<file path="config.mk">
export PLATFORM = sky130hd
export DESIGN_NAME = imc_ctrl
export DESIGN_NICKNAME = d
export VERILOG_FILES = /design/src/include/imc_pkg.sv /design/src/hw/imc_ctrl.sv /design/src/hw/imc_sync.sv
export SDC_FILE = /design/constraint.sdc
export NUM_CORES = 1
export LEC_CHECK = 0
export BUFFER_PORTS_ARGS = -buffer_cell sky130_fd_sc_hd__buf_2
export CELL_PAD_IN_SITES_DETAIL_PLACEMENT = 0
export CELL_PAD_IN_SITES_GLOBAL_PLACEMENT = 1
export CORE_ASPECT_RATIO = 1.75
export CORE_UTILIZATION = 38
export DETAILED_ROUTE_END_ITERATION = 8
export PLACE_DENSITY = 0.79
export RECOVER_POWER = 25
export SKIP_LAST_GASP = 1
export SLEW_MARGIN = 20
export SYNTH_ARGS = -nofsm -noshare
export SYNTH_HDL_FRONTEND = slang
export SYNTH_SLANG_ARGS = --single-unit
</file>
<file path="constraint.sdc">
create_clock -name core_clk -period 1.56 [get_ports core_clk]
set_clock_uncertainty 0.1 [all_clocks]
set_input_delay 0 -clock core_clk [delete_from_list [all_inputs] [get_ports core_clk]]
set_output_delay 0 -clock core_clk [all_outputs]
set_load 0.02 [all_outputs]
</file>
<file path="src/include/imc_pkg.sv">
// Constants and types shared by the input mux and charge mode control logic.
// Assumes a single 40 MHz core clock; all pin sense inputs arrive asynchronously.
`default_nettype none

package imc_pkg;

   ////////////////////////////////////////////////////////////////////////////////
   // Pin sense vector layout (bit positions inside the synchronised bundle)
   localparam int SYNC_W        = 11;
   localparam int S_IN1_PRESENT = 0;
   localparam int S_IN1_OVP     = 1;
   localparam int S_IN2_PRESENT = 2;
   localparam int S_IN2_OVP     = 3;
   localparam int S_BUS_PRESENT = 4;
   localparam int S_OUT_PRESENT = 5;
   localparam int S_GATE1_GND   = 6;
   localparam int S_GATE2_GND   = 7;
   localparam int S_IN1_TIED    = 8;
   localparam int S_IN2_TIED    = 9;
   localparam int S_BUS_OVP     = 10;

   ////////////////////////////////////////////////////////////////////////////////
   // Power-on detection timing; covers synchroniser latency before sampling straps
   localparam logic [3:0] DETECT_CYCLES = 4'h8;

   // Values after reset
   localparam logic       RST_DIS_BOTH = 1'h0;
   localparam logic       RST_HIZ      = 1'h0;
   localparam logic       RST_BYPASS   = 1'h0;
   localparam logic [2:0] RST_FSW      = 3'h0;

   ////////////////////////////////////////////////////////////////////////////////
   typedef enum logic [1:0] {
      IMC_DETECT = 2'h1,
      IMC_RUN    = 2'h2
   } imc_phase_t;

   typedef struct packed {
      imc_phase_t phase;
      logic [3:0] det_cnt;
      logic       present1;
      logic       present2;
      logic       gate1;
      logic       gate2;
      logic       auto_hold;
      logic       dis_both;
      logic       hiz;
      logic       otg;
      logic       charge_run;
      logic       bypass;
      logic [2:0] fsw;
      logic       bus_pd;
      logic       in1_pd;
      logic       in2_pd;
      logic       bypass_sw;
      logic       bus_flag;
      logic       out_flag;
   } imc_state_t;

endpackage : imc_pkg

`default_nettype wire

</file>
<file path="src/hw/imc_ctrl.sv">
// Dual input gate control, reverse output sequencing and bypass mode selection.
// Assumes host bits arrive as same-clock write strobes with data, and all sense
// pins (comparators, gate pin grounding, tie to bus) are asynchronous levels.
`default_nettype none

////////////////////////////////////////////////////////////////////////////////
// How it works
// - Gate on only if its FET set fitted
// - Sense grounded gate pins at power-on
// - Turn-on needs input ok, flags clear, bus low
// - No FETs: gates and presence read zero
// - First-only fit: second bits stay zero
// - Both fitted: host swaps active input
// - Both fitted: first gate on by default
// - Disable-both forces both gates off
// - Present input chosen, first has priority
// - Dual fit: high-impedance turns both off
// - Reverse-output enable sets disable-both
// - Overvoltage in reverse mode drops gate, host rewrites
// - Watchdog expiry clears reverse-output enable
// - Bypass plus charging turns all switches on
// - Bypass fault clears charge, keeps bypass
module imc_ctrl (
   input  wire logic       core_clk,
   input  wire logic       rst_n,
   // Asynchronous sense pins
   input  wire logic       first_input_sense,
   input  wire logic       first_input_ovp,
   input  wire logic       second_input_sense,
   input  wire logic       second_input_ovp,
   input  wire logic       bus_rail,
   input  wire logic       battery_output_rail,
   input  wire logic       first_gate_pin_grounded,
   input  wire logic       second_gate_pin_grounded,
   input  wire logic       first_input_tied_bus,
   input  wire logic       second_input_tied_bus,
   input  wire logic       bus_overvoltage_fault,
   // Same-clock events
   input  wire logic       watchdog_expired,
   input  wire logic       charge_fault,
   // Host writes
   input  wire logic       disable_both_wr,
   input  wire logic       disable_both_wdata,
   input  wire logic       high_impedance_wr,
   input  wire logic       high_impedance_wdata,
   input  wire logic       first_gate_wr,
   input  wire logic       first_gate_wdata,
   input  wire logic       second_gate_wr,
   input  wire logic       second_gate_wdata,
   input  wire logic       reverse_output_wr,
   input  wire logic       reverse_output_wdata,
   input  wire logic       charge_run_wr,
   input  wire logic       charge_run_wdata,
   input  wire logic       bypass_wr,
   input  wire logic       bypass_wdata,
   input  wire logic       switch_frequency_wr,
   input  wire logic [2:0] switch_frequency_wdata,
   input  wire logic       pulldown_wr,
   input  wire logic [2:0] pulldown_wdata,
   // Pins and status
   output logic            first_input_gate_drive,
   output logic            second_input_gate_drive,
   output logic            first_gate_state,
   output logic            second_gate_state,
   output logic            first_fet_set_present,
   output logic            second_fet_set_present,
   output logic            disable_both_input_gates,
   output logic            high_impedance_select,
   output logic            reverse_output_enable,
   output logic            charge_run,
   output logic            bypass_enable,
   output logic [2:0]      switch_frequency_select,
   output logic            bus_present_flag,
   output logic            output_present_flag,
   output logic            bus_pulldown_on,
   output logic            first_input_pulldown_on,
   output logic            second_input_pulldown_on,
   output logic            blocking_switch,
   output logic            phase1_charge_high_switch,
   output logic            phase1_discharge_high_switch,
   output logic            phase2_charge_high_switch,
   output logic            phase2_discharge_high_switch
);
   timeunit 1ns;
   timeprecision 1ps;

   ////////////////////////////////////////////////////////////////////////////////
   imc_pkg::imc_state_t             s;
   imc_pkg::imc_state_t             next_s;
   logic [imc_pkg::SYNC_W-1:0]      raw;
   logic [imc_pkg::SYNC_W-1:0]      sn;
   logic                            hold1;
   logic                            hold2;
   logic                            start1;
   logic                            start2;

   assign raw = {bus_overvoltage_fault, second_input_tied_bus, first_input_tied_bus,
                 second_gate_pin_grounded, first_gate_pin_grounded, battery_output_rail,
                 bus_rail, second_input_ovp, second_input_sense, first_input_ovp,
                 first_input_sense};

   imc_sync #(
      .W (imc_pkg::SYNC_W)
   ) u_sync (
      .core_clk (core_clk),
      .rst_n    (rst_n),
      .async_in (raw),
      .sync_out (sn)
   );

   ////////////////////////////////////////////////////////////////////////////////
   always_comb begin
      next_s = s;
      hold1  = 1'b0;
      hold2  = 1'b0;
      start1 = 1'b0;
      start2 = 1'b0;
      next_s.bus_flag = sn[imc_pkg::S_BUS_PRESENT];
      next_s.out_flag = sn[imc_pkg::S_OUT_PRESENT];
      unique case (s.phase)
         imc_pkg::IMC_DETECT: begin
            // Straps are read only once the synchroniser has settled
            if (s.det_cnt == imc_pkg::DETECT_CYCLES - 4'h1) begin
               next_s.present1 = !sn[imc_pkg::S_GATE1_GND] && !sn[imc_pkg::S_IN1_TIED];
               next_s.present2 = !sn[imc_pkg::S_GATE2_GND] && !sn[imc_pkg::S_IN2_TIED];
               next_s.phase    = imc_pkg::IMC_RUN;
            end else begin
               next_s.det_cnt = s.det_cnt + 4'h1;
            end
         end
         imc_pkg::IMC_RUN: begin
            if (high_impedance_wr) begin
               next_s.hiz = high_impedance_wdata;
            end
            if (disable_both_wr) begin
               next_s.dis_both = disable_both_wdata;
               next_s.auto_hold = 1'b0;
            end
            if (reverse_output_wr) begin
               next_s.otg = reverse_output_wdata;
               if (reverse_output_wdata) begin
                  next_s.dis_both = 1'b1;
               end
            end
            // Hardware clear beats a host set in the same cycle
            if (watchdog_expired) begin
               next_s.otg        = 1'b0;
               next_s.charge_run = 1'b0;
            end
            if (bypass_wr) begin
               next_s.bypass = bypass_wdata;
            end
            if (switch_frequency_wr) begin
               next_s.fsw = switch_frequency_wdata;
            end
            if (pulldown_wr) begin
               {next_s.in2_pd, next_s.in1_pd, next_s.bus_pd} = pulldown_wdata;
            end
            if (charge_run_wr && !watchdog_expired) begin
               next_s.charge_run = charge_run_wdata;
            end
            if (charge_fault) begin
               next_s.charge_run = 1'b0;
            end

            // Conditions that must keep holding while a gate is on
            hold1 = s.present1 && sn[imc_pkg::S_IN1_PRESENT] && !sn[imc_pkg::S_IN1_OVP]
                    && !next_s.dis_both && !next_s.hiz
                    && !(next_s.otg && sn[imc_pkg::S_BUS_OVP]);
            hold2 = s.present2 && sn[imc_pkg::S_IN2_PRESENT] && !sn[imc_pkg::S_IN2_OVP]
                    && !next_s.dis_both && !next_s.hiz
                    && !(next_s.otg && sn[imc_pkg::S_BUS_OVP]);
            // The bus must be low to turn on, else the gate would fight a live rail
            start1 = hold1 && !sn[imc_pkg::S_BUS_PRESENT];
            start2 = hold2 && !sn[imc_pkg::S_BUS_PRESENT];

            if (!hold1) begin
               next_s.gate1 = 1'b0;
            end
            if (!hold2) begin
               next_s.gate2 = 1'b0;
            end
            if (first_gate_wr) begin
               if (first_gate_wdata && start1) begin
                  next_s.gate1     = 1'b1;
                  next_s.gate2     = 1'b0;
                  next_s.auto_hold = 1'b0;
               end else if (!first_gate_wdata) begin
                  next_s.gate1     = 1'b0;
                  next_s.auto_hold = 1'b1;
               end
            end else if (second_gate_wr) begin
               if (second_gate_wdata && start2) begin
                  next_s.gate2     = 1'b1;
                  next_s.gate1     = 1'b0;
                  next_s.auto_hold = 1'b0;
               end else if (!second_gate_wdata) begin
                  next_s.gate2     = 1'b0;
                  next_s.auto_hold = 1'b1;
               end
            end else if (!next_s.otg && !next_s.auto_hold && !next_s.gate1
                         && !next_s.gate2) begin
               // Reverse mode never auto-selects: the host picks the port again
               if (start1) begin
                  next_s.gate1 = 1'b1;
               end else if (start2) begin
                  next_s.gate2 = 1'b1;
               end
            end
         end
      endcase
      next_s.bypass_sw = (s.phase == imc_pkg::IMC_RUN) && next_s.bypass
                         && next_s.charge_run;
   end

   always_ff @(posedge core_clk or negedge rst_n) begin
      if (!rst_n) begin
         s            <= '0;
         s.phase      <= imc_pkg::IMC_DETECT;
         s.dis_both   <= imc_pkg::RST_DIS_BOTH;
         s.hiz        <= imc_pkg::RST_HIZ;
         s.bypass     <= imc_pkg::RST_BYPASS;
         s.fsw        <= imc_pkg::RST_FSW;
      end else begin
         s <= next_s;
      end
   end

   ////////////////////////////////////////////////////////////////////////////////
   assign first_input_gate_drive       = s.gate1;
   assign second_input_gate_drive      = s.gate2;
   assign first_gate_state             = s.gate1;
   assign second_gate_state            = s.gate2;
   assign first_fet_set_present        = s.present1;
   assign second_fet_set_present       = s.present2;
   assign disable_both_input_gates     = s.dis_both;
   assign high_impedance_select        = s.hiz;
   assign reverse_output_enable        = s.otg;
   assign charge_run                   = s.charge_run;
   assign bypass_enable                = s.bypass;
   assign switch_frequency_select      = s.fsw;
   assign bus_present_flag             = s.bus_flag;
   assign output_present_flag          = s.out_flag;
   assign bus_pulldown_on              = s.bus_pd;
   assign first_input_pulldown_on      = s.in1_pd;
   assign second_input_pulldown_on     = s.in2_pd;
   assign blocking_switch              = s.bypass_sw;
   assign phase1_charge_high_switch    = s.bypass_sw;
   assign phase1_discharge_high_switch = s.bypass_sw;
   assign phase2_charge_high_switch    = s.bypass_sw;
   assign phase2_discharge_high_switch = s.bypass_sw;

endmodule : imc_ctrl

`default_nettype wire

</file>
<file path="src/hw/imc_sync.sv">
// Three-stage synchroniser for a bundle of asynchronous pin levels.
// Assumes each bit is an independent level; no word coherence is given.
`default_nettype none

module imc_sync #(
   parameter int W = 1
) (
   input  wire logic         core_clk,
   input  wire logic         rst_n,
   input  wire logic [W-1:0] async_in,
   output var  logic [W-1:0] sync_out
);
   timeunit 1ns;
   timeprecision 1ps;

   logic [W-1:0] stage1;
   logic [W-1:0] stage2;
   logic [W-1:0] stage3;

   // A change counts only once stages two and three agree, filtering one-cycle glitches
   always_ff @(posedge core_clk or negedge rst_n) begin
      if (!rst_n) begin
         stage1   <= '0;
         stage2   <= '0;
         stage3   <= '0;
         sync_out <= '0;
      end else begin
         stage1 <= async_in;
         stage2 <= stage1;
         stage3 <= stage2;
         for (int i = 0; i < W; i++) begin
            if (stage2[i] == stage3[i]) begin
               sync_out[i] <= stage3[i];
            end
         end
      end
   end

endmodule : imc_sync

`default_nettype wire

</file>
## Yosys cells after proc, flatten, opt, wreduce, memory -nomap -nowiden

Cells that the tools add are included.

- Equal/unequal tests: 14
- Mux-type cells: 35
- $add $sub $neg: 1
- Bitwise operators: 1
- Reductions and logical operators: 42

Operators by type and width:

| operator | number |
|---|---|
| logical AND 1 bit | 23 |
| two-way mux 1 bit | 23 |
| two-way mux 2 bit | 8 |
| logical NOT 1 bit | 15 |
| == test 1 bit | 11 |
| two-way mux 3 bit | 3 |
| two-way mux 8 bit | 1 |
| AND reduction 2 bit | 4 |
| adder 4 x 1 -> 4 bit (second input constant) | 1 |
| == test 4 x 3 -> 1 bit (second input constant) | 1 |
| == test 2 x 1 -> 1 bit (second input constant) | 1 |
| == test 2 bit (second input constant) | 1 |
| NOT 1 bit | 1 |

- Input port bits: 37
- Bits in registers: 69
- Word-level logic and storage cells: 126

## Depth between registers and ports, before layout

- Depth after elaboration: 17
- Mapped depth: 5
- Mapped depth without buffers: 5

## Cells and area by module

A second synthesis with hierarchy kept.

- Cells, all modules: 174
- Area total of the unflattened synthesis: 2,521.2 µm²

By module, submodules not included:

| module | area each (µm²) | cells an instance | times used |
|---|---|---|---|
| imc_ctrl | 1,296.2 | 119 | 1 |
| imc_sync | 1,224.9 | 55 | 1 |

## Worst setup path after synthesis

Ideal clock, no wire load.

- Path kind: register -> register
- From: register s[23] (netlist name)
- To: register s (netlist bit blocking_switch)
- Setup time: 0.118 ns
- Arrival time: 1.310 ns
- Stages on the path, launching flop included: 6
- Buffers on the path: 1
- Path slack: 0.032 ns
- Cell sequence: dfstp_2 > and2b_1 > buf_4 > nand2_1 > mux2_4 > nor2b_1

RTL lines:

| element | RTL line | source |
|---|---|---|
| start: declaration | imc_ctrl.sv:88 | `imc_pkg::imc_state_t s;` |
| start signal: assignment | imc_ctrl.sv:225 | `s <= next_s;` |

## Worst setup path in the final report

- From: register s[20] (netlist name)
- To: register s (netlist bit second_fet_set_present)

- Cells in the longest elaborated chain, start to end: 2

Ends and longest elaborated chain:

| element | RTL line | source |
|---|---|---|
| == test 4 x 3 -> 1 bit | imc_ctrl.sv:123 | `if (s.det_cnt == imc_pkg::DETECT_CYCLES - 4'h1) begin` |
| AND reduction 2 bit (no line) | -- |  |

Every way passes these cells.
A chain may end at the register's enable or synchronous reset.

==> impl_metrics.toml <==
[yosys]
syn_nets = 213
synth.avg_cell_area_um2 = 14.3
synthFlopType = "dfrtp_1"
synth_top_family_by_area = "simple AND/OR/NAND/NOR gates"
synth_cell_types = 45
synth_xor_area_share_pct = 0.699
netlist_area_um2 = 2510
ys_seq_elements = 69
synth_area_leader_cell = "dfrtp_1"
synth_fa_ha_area_share_pct = 4.89
yosys-top-cells-area = "dfrtp_1 68%, maj3_1 4.4%, mux2_1 4.0%, buf_4 3.0%, nand2_1 1.8%"
synthArstFlopShare_pct = 100
synth_compound_area_share_pct = 5.59
synth_warnings = 0
yosysTopAreaCellShare_pct = 67.9
yosys.area_share.simple_pct = 10.4
synth_edf_count = 0
seq_area_frac_synth_pct = 68.9
synth_cells = 175
synthMuxAreaShare_pct = 5.99

[clock_tree]
cts_tree = "yes"
clk_pin_slew_ps = 70
cts_made_buffers = 9
cts-root-buf = "clkbuf_8"
cts_max_path_buffers = 2
cts-htree-levels = 3
clk_latency_ps = 330
cts.sinks = 69

[final_layout]
register_area_um2 = 1730
fill_cells = 554
antenna_cells = 0
stdcell_count = 362
multi_input_area_um2 = 737
area_growth_pct = 40.1
drive_gt1_share_pct = 35.1
nets = 315

[die]
core_area_um2 = 6280
chipHeight_um = 109
die_w_um = 63.4
initial_core_util_pct = 39.9
io_pins = 61
die_area_um2 = 6940
rows = 38

[min_path]
hp-class = "in -> reg"

[global_route]
antenna_found_initial = 0
grt_pass1_vias = 1662
grt_pass1_wl_mm = 7.67
grt_use_total_pct = 15.1
grt_max_degree = 41
grt_overflow = 0

[route]
avgViaCountPerCell = 4.65
first_pass_iters = 4
finalWirelength_mm = 4.65
first_iter_violations = 85
ant_nets = 0
num_vias = 1685
drt-wirelength-per-cell_um = 12.8
route.detailed.drc = 0

[timing]
relSlewSlack_pct = 51.6
finalHoldViolCount = 0
fin_crit_sh_pct = 98.6
fmax_mhz = 650
finalSetupTns_ps = 0
rsz0062_at_grt = "true"
post-route-min-period_ps = 1540
slew_viol_final = 0
finalSetupViolCount = 0
tightest_slew_ps = 726

[pwr]
powerDensity_nw_per_um2 = 1100
vdd_drop_max_mv = 0.529
leakagePower_nw = 1.65
p_total_w = 0.00385

[run_status]
outcome = "finished, final reports clean"

[worst_setup_path]
endpoint_kind = "register"
start_kind = "register"
path_max_fanout = 4
path_class = "reg -> reg"
cp.arrival_ps = 1650
crit_required_ps = 1670

[place]
dp_cells = 311
io_buffers = 60
dp_hpwl_mm = 3.05
gp_congestion = 0.815

[flow_run]
cap_violations = 0
[synthesized netlist by cell type, types with 2 or more instances]
cell	n
dfrtp_1	68
nand2_1	12
maj3_1	11
buf_4	10
mux2_1	9
nor2_1	8
a21oi_1	5
a31oi_1	3
nand3_1	3
nor2b_1	3
o21ai_0	3
mux2i_1	2
nand2b_1	2
nand3b_1	2
nor3_1	2
nor3b_1	2
nor4_1	2
[critical path, stage by stage, from the launching register on]
cell and delay, ps:
dfrtp_1 370, ha_2 190, nand3b_1 140, nor3b_4 280, mux2_1 340
[cell families after synthesis]
kind of cell / after synthesis
multiplexers: 13
AO/OA/AOI/OAI: 20
AND/OR/NAND/NOR: 46
buffers and inverters: 13
flip-flops: 69
XOR/XNOR: 2
adder cells (fa/ha/maj): 12
[what timing repair did]
action	in CTS	in global routing
pin swaps	1	1
buffers inserted	0	1
gates resized for setup	1	9
hold endpoints to repair	94	0
hold buffers	34	0
setup endpoints to repair	3	10
[report_power, final]
part	total [W]	switching, W	internal (W)	leakage [nW]
clock network	0.00170	0.000641	0.00106	0.123
logic	0.000243	0.000106	0.000137	0.704
registers	0.00191	0.0000415	0.00187	0.828
[metal layers]
layer  track usage, %  up-vias  routed length, um
met2             25.0       55               2460
met5                0        -                  0
met1             15.9      813               1840
li1                 -      806                  -
met4             11.0        0                135
met3             4.77       11                214
[through the flow]
stage,worst slack [ps],cell area (um2),hold slack [ps],utilization [%]
after global placement,35.3,2880,-55.7,45.9
final,22.3,3510,24.1,55.9
after detailed placement,8.38,2880,-57.3,45.9
after global routing,-55.4,3510,33.6,55.9
after floorplan,32.4,2510,-396,-
after CTS,15.3,3460,6.46,55.2
[final timing paths]
check                                         endpoint  cells after the start  slack [ps]             start
worst max-delay path            second_fet_set_present                      4          20             s[20]
worst min-delay path                   blocking_switch                      4          20     charge_run_wr
worst max register to register  second_fet_set_present                      4          20             s[20]
worst min register to register        u_sync.stage2[7]                      0         250  u_sync.stage1[7]
max in group asynchronous           u_sync.sync_out[5]                      3         610             rst_n
min in group asynchronous                        s[21]                      3         180             rst_n
[placed cells by master (no fill, tap or decap), drive strengths merged, types with 2 or more instances in the layout]
cell type and n:
clkinv 4, mux2 10, buf 67, nand2 12, bufinv 3, a31oi 4, dlygate4sd3 34, and2b 2
dfrtp 68, mux2i 3, nor2 8, o21ai 4, nor2b 3, nand3 4, nor4 2, nor3b 3
nand2b 2, a21oi 5, clkbuf 11, nor3 3, nand3b 2, maj3 11
[state kept, by name, summed over array words and instances, names as in the netlist]
register and cells:
u_sync.sync_out 11, s 7, second_fet_set_present 1, charge_run 1, switch_frequency_select 3, blocking_switch 1, reverse_output_enable 1, disable_both_input_gates 1
u_sync.stage2 11, first_gate_state 1, bus_present_flag 1, second_gate_state 1, second_input_pulldown_on 1, u_sync.stage1 11, output_present_flag 1, bus_pulldown_on 1
u_sync.stage3 11, first_fet_set_present 1, first_input_pulldown_on 1, bypass_enable 1, high_impedance_select 1
[cell type report]
class	instances	area share [%]
inverter	1	0.107
sequential	69	49.2
clock buffer	9	3.53
clock inverter	7	3.24
tap	80	2.85
multi-input combinational	93	21.0
timing repair buffer	103	20.1
Note: power is estimated with default switching activity, not from simulation.
